`config.mk`:
```
export PLATFORM = sky130hd
export DESIGN_NAME = asx_datapath
export DESIGN_NICKNAME = d
export VERILOG_FILES = /design/src/asx_pkg.sv /design/src/asx_res_if.sv /design/src/asx_datapath.sv /design/src/asx_result_unit.sv
export VERILOG_INCLUDE_DIRS = /design/src /design/src/src
export SDC_FILE = /design/constraint.sdc
export NUM_CORES = 1
export LEC_CHECK = 0
export ABC_AREA = 1
export BUFFER_PORTS_ARGS = -buffer_cell sky130_fd_sc_hd__buf_2
export CAP_MARGIN = 20
export CORE_ASPECT_RATIO = 1.1
export CORE_MARGIN = 1
export CORE_UTILIZATION = 41
export DETAILED_ROUTE_END_ITERATION = 10
export GPL_ROUTABILITY_DRIVEN = 0
export PLACE_DENSITY = 0.71
export SETUP_SLACK_MARGIN = 0.3
export SYNTH_ARGS = -nofsm -noshare
export SYNTH_HDL_FRONTEND = slang
export SYNTH_SLANG_ARGS = --single-unit
export TNS_END_PERCENT = 20
```
`constraint.sdc`:
```
create_clock -name mclk -period 3.1 [get_ports mclk]
set_clock_uncertainty 0.2 [all_clocks]
set_input_delay 0.62 -clock mclk [delete_from_list [all_inputs] [get_ports mclk]]
set_output_delay 0.62 -clock mclk [all_outputs]
set_load 0.02 [all_outputs]
```
`src/asx_cfg.svh`:
```
// constants for the subtract/xor/swap datapath: opcodes, operand limits, reset values
// assumes it is included by bare name from src/ files
`ifndef ASX_CFG_SVH
`define ASX_CFG_SVH

// ----------------------------------------
// operation select codes
// ----------------------------------------
`define ASX_OP_NONE 3'h0
`define ASX_OP_LIT_SUB 3'h1
`define ASX_OP_SUB_BORROW 3'h2
`define ASX_OP_SWAP 3'h3
`define ASX_OP_DIR_LOAD 3'h4
`define ASX_OP_LIT_XOR 3'h5
`define ASX_OP_REG_XOR 3'h6

// ----------------------------------------
// operand limits and direction targets
// ----------------------------------------
`define ASX_FILE_ADDR_MAX 7'h7f
`define ASX_DIR_SEL_A 3'h5
`define ASX_DIR_SEL_B 3'h6
`define ASX_DIR_SEL_C 3'h7
`define ASX_DEST_ACC 1'b0
`define ASX_DEST_FILE 1'b1

// ----------------------------------------
// reset values
// ----------------------------------------
`define ASX_ACC_RESET 8'h00
`define ASX_DIR_RESET 8'hff
`define ASX_FLAG_RESET 1'b0

`endif

```
`src/asx_pkg.sv`:
```
// types for the subtract/xor/swap datapath
// assumes asx_cfg.svh for numeric constants
package asx_pkg;
	typedef logic [7:0] asx_byte_t;
	typedef logic [2:0] asx_op_t;

	// arithmetic result with flags
	typedef struct packed {
		asx_byte_t value;
		logic carry;
		logic digit_carry;
	} asx_arith_t;

	// one-hot execute sequencing
	typedef enum logic [1:0] {
		ASX_IDLE = 2'b01,
		ASX_DONE = 2'b10
	} asx_state_t;
endpackage

```
`src/asx_res_if.sv`:
```
// carrier between datapath top and its result computing unit
// assumes both ends share mclk
`timescale 1ns/1ns
`default_nettype none
interface asx_res_if;
	import asx_pkg::*;
	asx_op_t op;
	asx_byte_t acc;
	asx_byte_t file_data;
	asx_byte_t literal;
	logic carry_in;
	asx_byte_t result;
	logic carry_out;
	logic digit_carry_out;
	modport top (output op, acc, file_data, literal, carry_in,
		input result, carry_out, digit_carry_out);
	modport unit (input op, acc, file_data, literal, carry_in,
		output result, carry_out, digit_carry_out);
endinterface
`default_nettype wire

```
`src/asx_datapath.sv`:
```
// execution datapath: literal subtract, subtract with borrow, nibble swap,
// direction load and the two xor forms, with destination routing and flags
// assumes decode presents one operation per exec_valid pulse and that the
// register file returns file_rd_data for file_addr in the same cycle
// limitation: a file write lands one edge later, so a back-to-back op on
// the same address relies on a bypass inside the register file
`timescale 1ns/1ns
`default_nettype none
`include "asx_cfg.svh"
module asx_datapath
	import asx_pkg::*;
(
	input wire logic mclk,
	input wire logic rst,
	input wire logic exec_valid,
	input wire logic [2:0] exec_op,
	input wire logic [7:0] literal,
	input wire logic [6:0] file_addr,
	input wire logic dest_sel,
	input wire logic [2:0] dir_sel,
	input wire logic [7:0] file_rd_data,
	output logic [7:0] file_wr_data,
	output logic [6:0] file_wr_addr,
	output logic file_wr_en,
	output logic [7:0] acc,
	output logic carry_flag,
	output logic digit_carry_flag,
	output logic zero_flag,
	output logic [7:0] port_a_direction,
	output logic [7:0] port_b_direction,
	output logic [7:0] port_c_direction,
	output logic exec_done,
	output logic op_error
);
	asx_res_if res ();
	asx_state_t state;
	asx_state_t next_state;
	logic to_file;
	logic sets_arith_flags;
	logic sets_zero;
	logic dir_ok;
	logic do_lit_sub;
	logic do_sub_borrow;
	logic do_dir_load;
	logic do_lit_xor;
	logic do_reg_xor;

	// ----------------------------------------
	// operand hand-off to result unit
	// ----------------------------------------
	assign res.op = exec_valid ? exec_op : `ASX_OP_NONE;
	assign res.acc = acc;
	assign res.file_data = file_rd_data;
	assign res.literal = literal;
	assign res.carry_in = carry_flag;

	asx_result_unit u_result (
		.res(res)
	);

	// ----------------------------------------
	// decoded operation strobes
	// ----------------------------------------
	// one compare per opcode except swap, shared by the processes below; an idle
	// exec_valid or an unused code leaves every strobe low
	function automatic logic asx_is_op(input logic valid, input logic [2:0] op,
		input logic [2:0] code);
		return valid && op == code;
	endfunction

	assign do_lit_sub = asx_is_op(exec_valid, exec_op, `ASX_OP_LIT_SUB);
	assign do_sub_borrow = asx_is_op(exec_valid, exec_op, `ASX_OP_SUB_BORROW);
	assign do_dir_load = asx_is_op(exec_valid, exec_op, `ASX_OP_DIR_LOAD);
	assign do_lit_xor = asx_is_op(exec_valid, exec_op, `ASX_OP_LIT_XOR);
	assign do_reg_xor = asx_is_op(exec_valid, exec_op, `ASX_OP_REG_XOR);

	// ----------------------------------------
	// operation classification
	// ----------------------------------------
	// which ops may write back and which flags they touch
	function automatic logic asx_routable(input logic [2:0] op);
		return op == `ASX_OP_SUB_BORROW || op == `ASX_OP_SWAP || op == `ASX_OP_REG_XOR;
	endfunction

	always_comb begin
		to_file = exec_valid && asx_routable(exec_op) && dest_sel == `ASX_DEST_FILE;
		// subtracts own carry and digit carry
		sets_arith_flags = do_lit_sub || do_sub_borrow;
		sets_zero = sets_arith_flags || do_lit_xor || do_reg_xor;
		dir_ok = dir_sel >= `ASX_DIR_SEL_A && dir_sel <= `ASX_DIR_SEL_C;
	end

	// ----------------------------------------
	// accumulator
	// ----------------------------------------
	// literal forms always land in acc; routable ops only when dest is 0
	always_ff @(posedge mclk) begin
		if (rst) begin
			acc <= `ASX_ACC_RESET;
		end else if (exec_valid && !to_file) begin
			case (exec_op)
				`ASX_OP_LIT_SUB,
				`ASX_OP_LIT_XOR: acc <= res.result;
				// dest 0 keeps result in acc
				`ASX_OP_SUB_BORROW,
				`ASX_OP_SWAP,
				`ASX_OP_REG_XOR: acc <= res.result;
				default: acc <= acc;
			endcase
		end
	end

	// ----------------------------------------
	// file register write-back
	// ----------------------------------------
	// registered so the write lands one edge after execute, like acc
	always_ff @(posedge mclk) begin
		if (rst) begin
			file_wr_en <= 1'b0;
			file_wr_addr <= 7'h00;
			file_wr_data <= 8'h00;
		end else begin
			// dest 1 writes file register back
			file_wr_en <= to_file;
			if (to_file) begin
				file_wr_addr <= file_addr;
				file_wr_data <= res.result;
			end
		end
	end

	// ----------------------------------------
	// status flags
	// ----------------------------------------
	// swap and direction load leave every flag alone
	always_ff @(posedge mclk) begin
		if (rst) begin
			carry_flag <= `ASX_FLAG_RESET;
			digit_carry_flag <= `ASX_FLAG_RESET;
		end else if (sets_arith_flags) begin
			carry_flag <= res.carry_out;
			digit_carry_flag <= res.digit_carry_out;
		end
	end

	always_ff @(posedge mclk) begin
		if (rst) begin
			zero_flag <= `ASX_FLAG_RESET;
		end else if (sets_zero) begin
			zero_flag <= res.result == 8'h00;
		end
	end

	// ----------------------------------------
	// port direction registers
	// ----------------------------------------
	// reset to all inputs, the safe state for pins
	always_ff @(posedge mclk) begin
		if (rst) begin
			port_a_direction <= `ASX_DIR_RESET;
			port_b_direction <= `ASX_DIR_RESET;
			port_c_direction <= `ASX_DIR_RESET;
		end else if (do_dir_load) begin
			case (dir_sel)
				`ASX_DIR_SEL_A: port_a_direction <= acc;
				`ASX_DIR_SEL_B: port_b_direction <= acc;
				`ASX_DIR_SEL_C: port_c_direction <= acc;
				default: port_a_direction <= port_a_direction;
			endcase
		end
	end

	// ----------------------------------------
	// completion and error sequencing
	// ----------------------------------------
	// out-of-range direction operand loads nothing, flagged instead
	always_ff @(posedge mclk) begin
		if (rst) begin
			op_error <= 1'b0;
		end else begin
			op_error <= do_dir_load && !dir_ok;
		end
	end

	// two states only: done simply trails exec_valid by one edge
	always_comb begin
		case (state)
			ASX_IDLE: next_state = exec_valid ? ASX_DONE : ASX_IDLE;
			ASX_DONE: next_state = exec_valid ? ASX_DONE : ASX_IDLE;
			default: next_state = ASX_IDLE;
		endcase
	end

	always_ff @(posedge mclk) begin
		if (rst) begin
			state <= ASX_IDLE;
		end else begin
			state <= next_state;
		end
	end

	// done marks the cycle in which results are visible
	// a level across a burst of requests, not one pulse per op
	assign exec_done = state == ASX_DONE;
endmodule
`default_nettype wire

```
`src/asx_result_unit.sv`:
```
// combinational result and flag computation for each operation
// assumes operands are stable while op is presented
`timescale 1ns/1ns
`default_nettype none
`include "asx_cfg.svh"
module asx_result_unit
	import asx_pkg::*;
(
	asx_res_if.unit res
);
	// ----------------------------------------
	// subtraction helper
	// ----------------------------------------
	// a - b - borrow as a + ~b + not_borrow; carry out is not-borrow
	function automatic asx_arith_t asx_sub(input asx_byte_t a, input asx_byte_t b,
		input logic not_borrow);
		logic [8:0] full;
		logic [4:0] low;
		asx_arith_t r;
		full = {1'b0, a} + {1'b0, ~b} + {8'h00, not_borrow};
		low = {1'b0, a[3:0]} + {1'b0, ~b[3:0]} + {4'h0, not_borrow};
		r.value = full[7:0];
		r.carry = full[8];
		r.digit_carry = low[4];
		return r;
	endfunction

	// ----------------------------------------
	// result select
	// ----------------------------------------
	// flags out are don't-care for ops that keep them; top ignores them there
	always_comb begin
		asx_arith_t s;
		s = '0;
		res.result = res.acc;
		res.carry_out = 1'b0;
		res.digit_carry_out = 1'b0;
		case (res.op)
			`ASX_OP_LIT_SUB: begin
				// no borrow in, carry set when acc not above literal
				s = asx_sub(res.literal, res.acc, 1'b1);
				res.result = s.value;
				res.carry_out = s.carry;
				res.digit_carry_out = s.digit_carry;
			end
			`ASX_OP_SUB_BORROW: begin
				s = asx_sub(res.file_data, res.acc, res.carry_in);
				res.result = s.value;
				res.carry_out = s.carry;
				res.digit_carry_out = s.digit_carry;
			end
			`ASX_OP_SWAP: res.result = {res.file_data[3:0], res.file_data[7:4]};
			`ASX_OP_LIT_XOR: res.result = res.acc ^ res.literal;
			`ASX_OP_REG_XOR: res.result = res.acc ^ res.file_data;
			default: res.result = res.acc;
		endcase
	end
endmodule
`default_nettype wire

```
==> results.md <==
- Total of max-cap violations: 0
- Number of antenna repair diodes: 0
- Antenna violations before repair: 0
- Clock-pin slew reported for the worst setup and hold paths after clock tree synthesis: 110 ps
- Violation count after the first detailed-routing iteration: 325
- Fraction of final layout cells sized beyond drive strength 1: 0.189
- Worst relative slew slack: 0.573
- Worst reg2reg startpoint: acc[0]$_SDFFE_PP0P_
- Transition time of the tightest slew-check pin: 634 ps
- Register cell area after layout: 1080 um2
- Detailed-routing iteration count for the pre-antenna-repair pass: 5
- IO Port Bufs: 85
- Post-synthesis cell type count: 26
- Clock insertion delay at the later pin of the skew report: slightly above 300 ps
- Number of instances in the synthesized netlist: between 400 and 500
- Number of enable flip-flop cells after synthesis: 0
- Layout Area Growth over Synthesis: 19.6%
- Via count of the first global-routing pass: 3134
- Utilization of the core after routing: 0.504
- Fraction of registers with async set/reset: 0
- Area of the multi-input gates: 1930 um2
- Residual DRC count: 0
- Power density normalized to cell area: ~410 nW/um2
- Worst path arrival time: 2700 ps
- Num CTS Buffers: 5
- Fin. max-slew vios: 0
- Final worst hold slack: 276 ps
- DRT antenna net count: 0
- Final wirelength: roughly 9400 um
- Crit start category: primary input
- Result of the run: finished, final reports clean
- Avg Inst Size Synth: approximately 6.7 um2
- Die Ht: 96.3 um
- Number of cell rows: 34
- CTS hold repair buffers: 0
- Class of the worst hold path: reg2reg
- Count of nets after finishing: approximately 640
- Dominant synthesized flop cell: sky130_fd_sc_hd__dfxtp_1
- Ports placed on the boundary: 86
- Cells after DPL: 682
- Total number of H-tree levels: 2
- Post-synth top area cell: sky130_fd_sc_hd__dfxtp_1
- Setup crit end kind: flip-flop
- TritonCTS clock tree: yes
- Half-perimeter wire length after placement: 7260 um
- Per-cell routed wire length: 13.6 um
- Critical path launch point: file_rd_data[0]
- Die Area: 8440 um2
- Seq cells post-synth: 54
- Core Footprint: 7870 um2
- Routed via count: 3610
- Count of placed standard cells in the final layout, fillers left out: 690
- Congestion Overflow GR: 0
- Number of synthesis warnings: 0
- Initial Utilization: 0.421
- Number of sinks handled by clock tree synthesis: 54
- Netlist area before placement: around 3300 um2
- Dominant cells by area after synthesis: sky130_fd_sc_hd__dfxtp_1 33%, sky130_fd_sc_hd__nand2_1 15%, sky130_fd_sc_hd__inv_1 7.7%, sky130_fd_sc_hd__ha_1 7.6%, sky130_fd_sc_hd__nand3_1 7.3%
- Wire length of the first global-routing pass: 14700 um
- Achievable clock frequency: 378 MHz
- Syn Nets: approximately 550
- Final critical-path required period: ~2600 ps
- Endpoints failing setup: 0
- Maximum number of pins on one net before global-route repair: 26
- Master cell of the clock root buffer: sky130_fd_sc_hd__clkbuf_8
- Width of the die: 87.7 um
- Crit Path Class: in2reg
- Sequential share of the synthesized area: 0.326
- Fillers: 809
- Max rail drop VDD: about 0.19 mV
- Aggregate negative setup slack: 0 ps
- Final Hold Vio Count: 0
- CP Max Fanout: 3
- P_leak: 2.17 nW
- Critical hold path startpoint: port_c_direction[0]$_SDFFE_PP1P_
- Vias per inst: 5.23
- Fraction of post-synthesis cell area in the top cell type by area: 0.326
- Global-route usage over all layers: 0.224
- Bufs on Longest Clock Path: 2
- Setup repair after global routing missed its margin: false
- Final cycle utilization of the critical path: 0.853
- Required time of the critical path: 3160 ps
==> worst max-delay path, stage by stage <==
cell and delay (ps):
sky130_fd_sc_hd__buf_2 110, sky130_fd_sc_hd__inv_1 60, sky130_fd_sc_hd__fa_1 460, sky130_fd_sc_hd__fa_2 370, sky130_fd_sc_hd__inv_1 90, sky130_fd_sc_hd__nand3_1 100, sky130_fd_sc_hd__nand3_2 100, sky130_fd_sc_hd__nand2_1 60
sky130_fd_sc_hd__nand2_1 60, sky130_fd_sc_hd__o21ai_0 80, sky130_fd_sc_hd__nor2_1 160, sky130_fd_sc_hd__nand3_1 100, sky130_fd_sc_hd__nor2_1 120, sky130_fd_sc_hd__nand3_1 100, sky130_fd_sc_hd__a21oi_2 110
==> state kept, by name, summed over array words and instances (netlist names) <==
register,flops
acc,8
file_wr_data,8
port_a_direction,8
port_b_direction,8
port_c_direction,8
file_wr_addr,7
state,2
carry_flag,1
digit_carry_flag,1
file_wr_en,1
op_error,1
zero_flag,1
==> report_power, final <==
| group | leakage (nW) | internal (mW) | switching (mW) | total (mW) |
|---|---|---|---|---|
| combinational | 1.69 | 0.161 | 0.304 | 0.465 |
| clock | 0.0491 | 0.167 | 0.245 | 0.411 |
| sequential | 0.440 | 0.719 | 0.0221 | 0.741 |
==> cell usage in the layout, fill, tap and decap left out, types with 20 or more instances in the layout <==
master                     count
sky130_fd_sc_hd__o211ai_1     30
sky130_fd_sc_hd__buf_2        85
sky130_fd_sc_hd__nand3_1      47
sky130_fd_sc_hd__dfxtp_1      54
sky130_fd_sc_hd__o21ai_0      28
sky130_fd_sc_hd__ha_1         20
sky130_fd_sc_hd__inv_1        68
sky130_fd_sc_hd__a21oi_1      21
sky130_fd_sc_hd__nor2_1       43
sky130_fd_sc_hd__nand2_1     134
==> layout make-up <==
cell class	instances	share of cell area
Multi-Input combinational cell	359	0.486
Sequential cell	54	0.273
Timing Repair Buffer	89	0.115
Inverter	72	0.0682
Tap cell	108	0.0341
Clock buffer	5	0.0174
Clock inverter	3	0.00663
==> final timing paths <==
| path | cells after the start | endpoint | slack [ps] |
|---|---|---|---|
| worst max-delay path | 15 | zero_flag$_SDFFE_PP0P_ | 460 |
| worst max register to register | 12 | zero_flag$_SDFFE_PP0P_ | 510 |
| worst min register to register | 2 | port_c_direction[0]$_SDFFE_PP1P_ | 280 |
| worst min-delay path | 2 | port_c_direction[0]$_SDFFE_PP1P_ | 280 |
==> through the flow <==
stage	power [mW]	setup WS, ps	instance area, um2
2_1_floorplan	1.06	451	3310
3_3_place_gp	1.20	183	3860
3_5_place_dp	1.21	138	3860
4_1_cts	1.62	449	3950
5_1_grt	1.72	310	3960
6_report	1.62	457	3960
==> logic make-up after synthesis <==
family	Yosys count	synth area share
and+or+nand+nor	251	0.328
AOI/OAI and AO/OA	83	0.151
adders and majority gates	23	0.0937
xor gates and xnor gates	2	0.00529
buffers and inverters	84	0.0952
DFF	54	0.326
==> per-layer routing <==
| metal | up-vias | track usage | wire [um] |
|---|---|---|---|
| li1 | 1800 | - | - |
| met1 | 1609 | 0.301 | 4200 |
| met2 | 177 | 0.364 | 4240 |
| met3 | 24 | 0.0292 | 713 |
| met4 | 0 | 0.0861 | 210 |
| met5 | - | 0 | 0 |
==> repair_timing <==
action | 4_1_cts | 5_1_grt
endpoints found under the setup margin | 0 | 2
buffers inserted | 0 | 0
gates resized for setup | 0 | 3
==> synth_stat cells, types with 8 or more instances <==
library cell               instances
sky130_fd_sc_hd__ha_1             20
sky130_fd_sc_hd__a21oi_1          21
sky130_fd_sc_hd__clkbuf_1         12
sky130_fd_sc_hd__o21ai_0          28
sky130_fd_sc_hd__nand3_1          48
sky130_fd_sc_hd__o211ai_1         30
sky130_fd_sc_hd__dfxtp_1          54
sky130_fd_sc_hd__inv_1            68
sky130_fd_sc_hd__nor2_1           44
sky130_fd_sc_hd__nand3b_1          8
sky130_fd_sc_hd__nand2_1         134
(Power assumes the default switching activity.)
